File: src/mdm_cfg.svh
// constants for the serial management port slave
//
// How it works
// - receiver samples data line on rising clock
// - line left undriven while idle
// - strap address captured at reset, frames matched
// - silent on frames for other devices
// - register field selects one of 32 words
// - frame begins with 01 after high idle
// - two turnaround bits before data field
// - read drives zero, then 16 data bits
// - direct access covers addresses 0x00 to 0x1F except 0x0E, the window
// - control bits 15:14 select address/data function
// - control bits 4:0 pick target space
`ifndef MDM_CFG_SVH
`define MDM_CFG_SVH

// ------------------------------------------------------------
// frame layout
// ------------------------------------------------------------
`define MDM_OP_READ 2'h2
`define MDM_OP_WRITE 2'h1
`define MDM_LAST_OP 4'h1
`define MDM_LAST_ADDR 4'h4
`define MDM_LAST_TA 4'h1
`define MDM_LAST_DATA 4'hF
`define MDM_PHY_HI 2'h0

// ------------------------------------------------------------
// direct register offsets and reset values
// ------------------------------------------------------------
`define MDM_IDX_CTRL 5'h0D
`define MDM_IDX_ADDR_DATA 5'h0E
`define MDM_REG_RESET 16'h0000
`define MDM_EXT_ADDR_RESET 16'h0000

// ------------------------------------------------------------
// indirect access control fields
// ------------------------------------------------------------
`define MDM_FN_HI 15
`define MDM_FN_LO 14
`define MDM_SEL_HI 4
`define MDM_SEL_LO 0
`define MDM_FN_ADDR 2'h0
`define MDM_FN_DATA 2'h1
`define MDM_FN_INC_RW 2'h2
`define MDM_FN_INC_WR 2'h3
`define MDM_SEL_VEND 5'h1F
`define MDM_SEL_PMA 5'h01
`define MDM_SEL_V3 5'h03
`define MDM_SEL_V7 5'h07

`endif

File: src/mdm_pkg.sv
// types for the serial management port slave
package mdm_pkg;

    // ------------------------------------------------------------
    // frame parser states
    // ------------------------------------------------------------
    typedef enum logic [2:0] {
        MDM_HUNT,   // waiting for a high idle bit
        MDM_IDLE,   // idle seen, waiting for start 0
        MDM_START,  // start 0 seen, expect 1
        MDM_OP,
        MDM_PHY,
        MDM_REG,
        MDM_TA,
        MDM_DATA
    } mdm_state_t;

    // ------------------------------------------------------------
    // complete state of the slave
    // ------------------------------------------------------------
    typedef struct packed {
        logic [1:0] mdc_sync;        // clock pin synchroniser
        logic [1:0] mdio_sync;       // data pin synchroniser
        logic [1:0][2:0] strap_sync; // strap pin synchroniser
        logic mdc_prev;              // for rising edge detect
        logic [2:0] phy_addr;        // captured strap address
        mdm_state_t state;
        logic [3:0] cnt;             // bit count within field
        logic [1:0] op;
        logic [4:0] phy;
        logic [4:0] reg_addr;
        logic [15:0] shift;          // data in or out
        logic drive;                 // output enable
        logic out_bit;               // bit on the line
        logic [31:0][15:0] regs;     // directly reachable words
        logic [15:0] ext_addr;       // extended address register
        logic [15:0][15:0] ext;      // extended storage window
    } mdm_regs_t;

endpackage

File: src/mdm_slave.sv
// serial management port slave: frame parser, direct and indirect registers
`timescale 1ns/100ps
`include "mdm_cfg.svh"

module mdm_slave (
    // system
    input wire logic clk_sys_i,
    input wire logic reset_i,
    // management link from the station
    input wire logic mdc_i,
    input wire logic mdio_i,
    output logic mdio_o,
    output logic mdio_oe_o,
    // address straps
    input wire logic [2:0] phy_strap_i
);

    // ------------------------------------------------------------
    // state
    // ------------------------------------------------------------
    mdm_pkg::mdm_regs_t q;   // registered state
    mdm_pkg::mdm_regs_t n;   // next state

    // ------------------------------------------------------------
    // next state logic
    // ------------------------------------------------------------
    always_comb begin
        logic rise;          // link clock rising edge seen
        logic bit_in;        // line level at that edge
        logic match;         // frame is for this device
        logic sel_ok;        // target space supported
        logic [1:0] fn;      // indirect function
        logic [3:0] eidx;    // extended storage index
        logic [15:0] wdata;  // complete write word
        logic [15:0] rdata;  // word to send on a read
        rise = 1'b0;
        bit_in = 1'b0;
        match = 1'b0;
        sel_ok = 1'b0;
        fn = 2'h0;
        eidx = 4'h0;
        wdata = 16'h0000;
        rdata = 16'h0000;
        n = q;
        // synchronisers, first stage read only by the second
        n.mdc_sync = {q.mdc_sync[0], mdc_i};
        n.mdio_sync = {q.mdio_sync[0], mdio_i};
        n.strap_sync = {q.strap_sync[0], phy_strap_i};
        n.mdc_prev = q.mdc_sync[1];
        // the clock may stop between frames; only edges move us
        rise = q.mdc_sync[1] & ~q.mdc_prev;
        bit_in = q.mdio_sync[1];
        match = (q.phy == {`MDM_PHY_HI, q.phy_addr});
        fn = q.regs[`MDM_IDX_CTRL][`MDM_FN_HI:`MDM_FN_LO];
        eidx = q.ext_addr[3:0];
        // only four target spaces answer indirect access
        case (q.regs[`MDM_IDX_CTRL][`MDM_SEL_HI:`MDM_SEL_LO])
            `MDM_SEL_VEND, `MDM_SEL_PMA, `MDM_SEL_V3, `MDM_SEL_V7: begin
                sel_ok = 1'b1;
            end
            default: begin
                sel_ok = 1'b0;
            end
        endcase
        wdata = {q.shift[14:0], bit_in};

        if (rise) begin
            case (q.state)
                // need a high bit before a start is believed
                mdm_pkg::MDM_HUNT: begin
                    if (bit_in) begin
                        n.state = mdm_pkg::MDM_IDLE;
                    end
                end
                // idle high, line released by us
                mdm_pkg::MDM_IDLE: begin
                    if (!bit_in) begin
                        n.state = mdm_pkg::MDM_START;
                    end
                end
                // second start bit must be 1
                mdm_pkg::MDM_START: begin
                    n.cnt = 4'h0;
                    n.state = bit_in ? mdm_pkg::MDM_OP : mdm_pkg::MDM_HUNT;
                end
                // two bit operation code
                mdm_pkg::MDM_OP: begin
                    n.op = {q.op[0], bit_in};
                    n.cnt = q.cnt + 4'h1;
                    if (q.cnt == `MDM_LAST_OP) begin
                        n.cnt = 4'h0;
                        // unknown codes are not answered at all
                        if (n.op == `MDM_OP_READ || n.op == `MDM_OP_WRITE) begin
                            n.state = mdm_pkg::MDM_PHY;
                        end else begin
                            n.state = mdm_pkg::MDM_HUNT;
                        end
                    end
                end
                // five bit device address, MSB first
                mdm_pkg::MDM_PHY: begin
                    n.phy = {q.phy[3:0], bit_in};
                    n.cnt = q.cnt + 4'h1;
                    if (q.cnt == `MDM_LAST_ADDR) begin
                        n.cnt = 4'h0;
                        n.state = mdm_pkg::MDM_REG;
                    end
                end
                // five bit register address, read word fetched here
                mdm_pkg::MDM_REG: begin
                    n.reg_addr = {q.reg_addr[3:0], bit_in};
                    n.cnt = q.cnt + 4'h1;
                    if (q.cnt == `MDM_LAST_ADDR) begin
                        n.cnt = 4'h0;
                        n.state = mdm_pkg::MDM_TA;
                        n.shift = 16'h0000;
                        if (q.op == `MDM_OP_READ && match) begin
                            // field indexes the words directly, except 0x0E which reads the window
                            rdata = q.regs[n.reg_addr];
                            if (n.reg_addr == `MDM_IDX_ADDR_DATA) begin
                                if (!sel_ok) begin
                                    rdata = 16'h0000;
                                end else if (fn == `MDM_FN_ADDR) begin
                                    rdata = q.ext_addr;
                                end else begin
                                    rdata = q.ext[eidx];
                                    // read side post-increment only in one mode
                                    if (fn == `MDM_FN_INC_RW) begin
                                        n.ext_addr = q.ext_addr + 16'h0001;
                                    end
                                end
                            end
                            n.shift = rdata;
                        end
                    end
                end
                // two bit turnaround
                mdm_pkg::MDM_TA: begin
                    n.cnt = q.cnt + 4'h1;
                    if (q.cnt != `MDM_LAST_TA) begin
                        // first bit left to the pull-up; zero for the second
                        if (q.op == `MDM_OP_READ && match) begin
                            n.drive = 1'b1;
                            n.out_bit = 1'b0;
                        end
                    end else begin
                        n.cnt = 4'h0;
                        n.state = mdm_pkg::MDM_DATA;
                        // first data bit goes out right after turnaround
                        if (q.drive) begin
                            n.out_bit = q.shift[15];
                            n.shift = {q.shift[14:0], 1'b0};
                        end
                    end
                end
                // sixteen data bits, MSB first
                mdm_pkg::MDM_DATA: begin
                    n.cnt = q.cnt + 4'h1;
                    if (q.op == `MDM_OP_READ) begin
                        if (q.cnt == `MDM_LAST_DATA) begin
                            n.drive = 1'b0;
                            n.out_bit = 1'b0;
                        end else if (q.drive) begin
                            n.out_bit = q.shift[15];
                            n.shift = {q.shift[14:0], 1'b0};
                        end
                    end else begin
                        // writes never enable the driver
                        n.shift = wdata;
                    end
                    if (q.cnt == `MDM_LAST_DATA) begin
                        n.cnt = 4'h0;
                        n.state = mdm_pkg::MDM_HUNT;
                        if (q.op == `MDM_OP_WRITE && match) begin
                            if (q.reg_addr == `MDM_IDX_ADDR_DATA) begin
                                // wrong target space: whole access dropped
                                if (sel_ok) begin
                                    if (fn == `MDM_FN_ADDR) begin
                                        n.ext_addr = wdata;
                                    end else begin
                                        n.ext[eidx] = wdata;
                                        if (fn != `MDM_FN_DATA) begin
                                            n.ext_addr = q.ext_addr + 16'h0001;
                                        end
                                    end
                                end
                            end else begin
                                n.regs[q.reg_addr] = wdata;
                            end
                        end
                    end
                end
                default: begin
                    n.state = mdm_pkg::MDM_HUNT;
                end
            endcase
        end
    end

    // ------------------------------------------------------------
    // state register
    // ------------------------------------------------------------
    // strap caught every cycle of reset, so it settles through the
    // synchroniser; reset must be held at least three cycles
    always_ff @(posedge clk_sys_i) begin
        if (reset_i) begin
            q.mdc_sync <= n.mdc_sync;
            q.mdio_sync <= n.mdio_sync;
            q.strap_sync <= n.strap_sync;
            q.mdc_prev <= 1'b0;
            q.phy_addr <= q.strap_sync[1];
            // a frame already under way at release is not trusted
            q.state <= mdm_pkg::MDM_HUNT;
            q.cnt <= 4'h0;
            q.op <= 2'h0;
            q.phy <= 5'h00;
            q.reg_addr <= 5'h00;
            q.shift <= 16'h0000;
            q.drive <= 1'b0;
            q.out_bit <= 1'b0;
            q.regs <= {32{`MDM_REG_RESET}};
            q.ext_addr <= `MDM_EXT_ADDR_RESET;
            q.ext <= {16{`MDM_REG_RESET}};
        end else begin
            q <= n;
        end
    end

    // ------------------------------------------------------------
    // pin drive
    // ------------------------------------------------------------
    // both straight from flip-flops, no glitches on the shared line
    assign mdio_o = q.out_bit;
    assign mdio_oe_o = q.drive;

endmodule // mdm_slave

File: config.mk
export PLATFORM = sky130hd
export DESIGN_NAME = mdm_slave
export DESIGN_NICKNAME = d
export VERILOG_FILES = /design/src/mdm_pkg.sv /design/src/mdm_slave.sv
export VERILOG_INCLUDE_DIRS = /design/src
export SDC_FILE = /design/constraint.sdc
export NUM_CORES = 2
export LEC_CHECK = 0
export ABC_AREA = 1
export BUFFER_PORTS_ARGS = -buffer_cell sky130_fd_sc_hd__buf_2
export CAP_MARGIN = 20
export CORE_AREA = 3 3 244 246
export DETAILED_ROUTE_END_ITERATION = 8
export DIE_AREA = 0 0 247 249
export GPL_ROUTABILITY_DRIVEN = 0
export MAX_ROUTING_LAYER = met4
export PLACE_DENSITY = 0.9
export SLEW_MARGIN = 10
export SYNTH_ARGS = -nofsm -noshare
export SYNTH_HDL_FRONTEND = slang
export SYNTH_SLANG_ARGS = --single-unit
export TNS_END_PERCENT = 100
File: constraint.sdc
create_clock -name clk_sys_i -period 6.3 [get_ports clk_sys_i]
set_input_delay 0.63 -clock clk_sys_i [delete_from_list [all_inputs] [get_ports clk_sys_i]]
set_output_delay 0.63 -clock clk_sys_i [all_outputs]
set_load 0.03 [all_outputs]
==> metrics.txt <==
Leak Pwr 14.7 nW; most common cell after layout, fill and taps aside nand2_1; worst hold stages 1; Mapped Nets 5947; sequential area share after synthesis 42.2%; Area Overhead vs Synth 6.40%; number of max-cap violations 0; Clock Latency Late Sink 0.65 ns; Final setup viols 0; RR Startpoint q[804]; arrival time at the worst endpoint 4.69 ns; placed standard-cell area 39300 um^2; CTS Root Cell clkbuf_16; slew at the pin with the worst max-slew slack 1.15 ns; min-delay src phy_strap_i[0]; Worst IR Drop VDD 0.254 mV; Detail Placement HPWL 64000 um; ranking of synthesized cells by area dfxtp_1 42%, nand2_1 13%, a21oi_1 10%; antenna diode count 0; Setup CP Type register to register; Synth warnings 0; detailed-route DRC error count 0; Post-synth EDFFs 3; Routed Antenna Nets 0; pwr/cell area 251 nW/um^2; FP Rows 88; crit path capture type register; Clock Tree Buf Depth 3; hold bufs inserted after CTS 0; Post-Synthesis Cells 5933; post-cts sizing count 0; Register-to-Register Path Depth 8; first-pass GRT wire length 182000 um; CTS Buf Count 83; #FFs+latches synth 835; Hold EP n[828]; Post-CTS Setup Bufs 0; clk_skew 0.0343 ns; outcome completed; min Tclk post-route 4.21 ns; R2R setup slack 2.09 ns; critical path launch point type register; Post-synth ARST share 0%; Die ar. 61500 um^2; Synth cell types 35; CTS sink cnt 835; vias in the first global route 35.3k; I/O pins 9; core area 57600 um^2; Total Routed Length 115000 um; CTS tree yes; Rel. slew slack 23.2%; htree depth 3; RSZ-0062 raised after global routing false; largest net degree at the start of global routing 237; area of the mapped netlist 39700 um^2; die width 247 um; share of the synthesized area in the top cell type 41.9%; vias 39.4k; worst-path fanout max 52; layout cell share with drive strength beyond 1 5.72%; Worst-path clk slew 0.06 ns; initial antenna violation count 0; count of pins over their slew limit 0; CP startpoint q[804]; Initial Utilization 69.0%; Vias per Instance 6.13; Yosys top cell by area dfxtp_1; Routed wire per std cell 17.9 um; final setup margin 2.09 ns; grt ovf 0; DR pass1 iterations 7; Worst Path Required 6.79 ns; most frequent cells in the layout 1323 x nand2_1, 814 x dfxtp_1, 813 x a21oi_1, 693 x inv_1, 453 x o21ai_0; final hold violations 0; setup_tns 0 ns; die height 249 um; final net count 5612; I/O Buffers 8; Starting DRT DRC Count 5765; Worst Hold Class input pin to register; design area 42300 um^2; overall routing resource usage 36.9%; pre-CTS setup slack 2.29 ns; Synth Flop Type dfxtp_1; Avg Inst Size Synth 6.69 um^2; final period utilization 66.8%; Fmax achieved 238 MHz; Filler cells 4347
[per-stage QoR]
step           utilization, %  total power, mW  instances  hold slack [ns]
6_report                 73.4             10.6       6431           0.0832
5_1_grt                  73.4             10.8       6431           0.0730
4_1_cts                  73.0             10.6       6417           0.0656
3_5_place_dp             68.2             5.65       6264            0.316
3_3_place_gp             68.2             5.65       6264            0.312
2_1_floorplan               -             5.60       5933            0.310
[cell families after synthesis]
| family | synth area share [%] |
|---|---|
| adder cells (fa/ha/maj) | 0.221 |
| buffers and inverters | 12.1 |
| AND/OR/NAND/NOR | 25.7 |
| AO/OA/AOI/OAI | 19.7 |
| XOR/XNOR | 0.198 |
| flip-flops | 42.2 |
[metal layers]
layer / wire length (um) / global-route usage, %
met4: 5860 / 17.4
met5: 0 / -
met1: 45100 / 49.1
met2: 50400 / 54.6
met3: 14000 / 6.54
[layout make-up]
type / count / area (um^2) / area share, %
multi-input cells: 3875 / 18200 / 43.1
flip-flops and latches: 835 / 16800 / 39.7
clock inverters: 38 / 407 / 0.962
clock buffers: 115 / 2360 / 5.58
inverters: 707 / 2670 / 6.31
well taps: 765 / 957 / 2.27
repair buffers: 96 / 868 / 2.05
[synthesized netlist by cell type, types with 7 or more instances]
cell type and count:
o21ai_0 454, nand4_1 281, nor2_1 302, nand2_1 1323, buf_6 25, o21ai_1 151
buf_1 25, xor2_1 9, o211ai_1 38, nor3_1 10, inv_1 694, dfxtp_1 832
inv_2 7, a21oi_1 813, ha_1 7, nand3_1 415, a21oi_2 44, clkbuf_1 458
nand2_4 8
[power by group]
part / total [mW] / switching, mW / internal [mW]
registers: 5.30 / 0.0124 / 5.29
logic: 0.245 / 0.190 / 0.0547
clock network: 5.06 / 2.15 / 2.92
total: 10.6 / 2.35 / 8.26
[worst max-delay path by stage]
stage / end / cells past startpoint
2_1_floorplan: register / 12
3_3_place_gp: register / 7
3_5_place_dp: register / 7
4_1_cts: register / 7
5_1_grt: register / 7
6_report: register / 8
[worst max-delay path: stages (launching register included)]
cell and delay [ns]:
dfxtp_1 0.87, nand3_1 0.31, nor2_1 0.42, nand4_1 0.21, nor2_4 0.63, buf_4 0.57, nand3_1 0.67, nand2_1 0.26
a21oi_1 0.09
No activity file was read; power rests on OpenSTA's default activity.
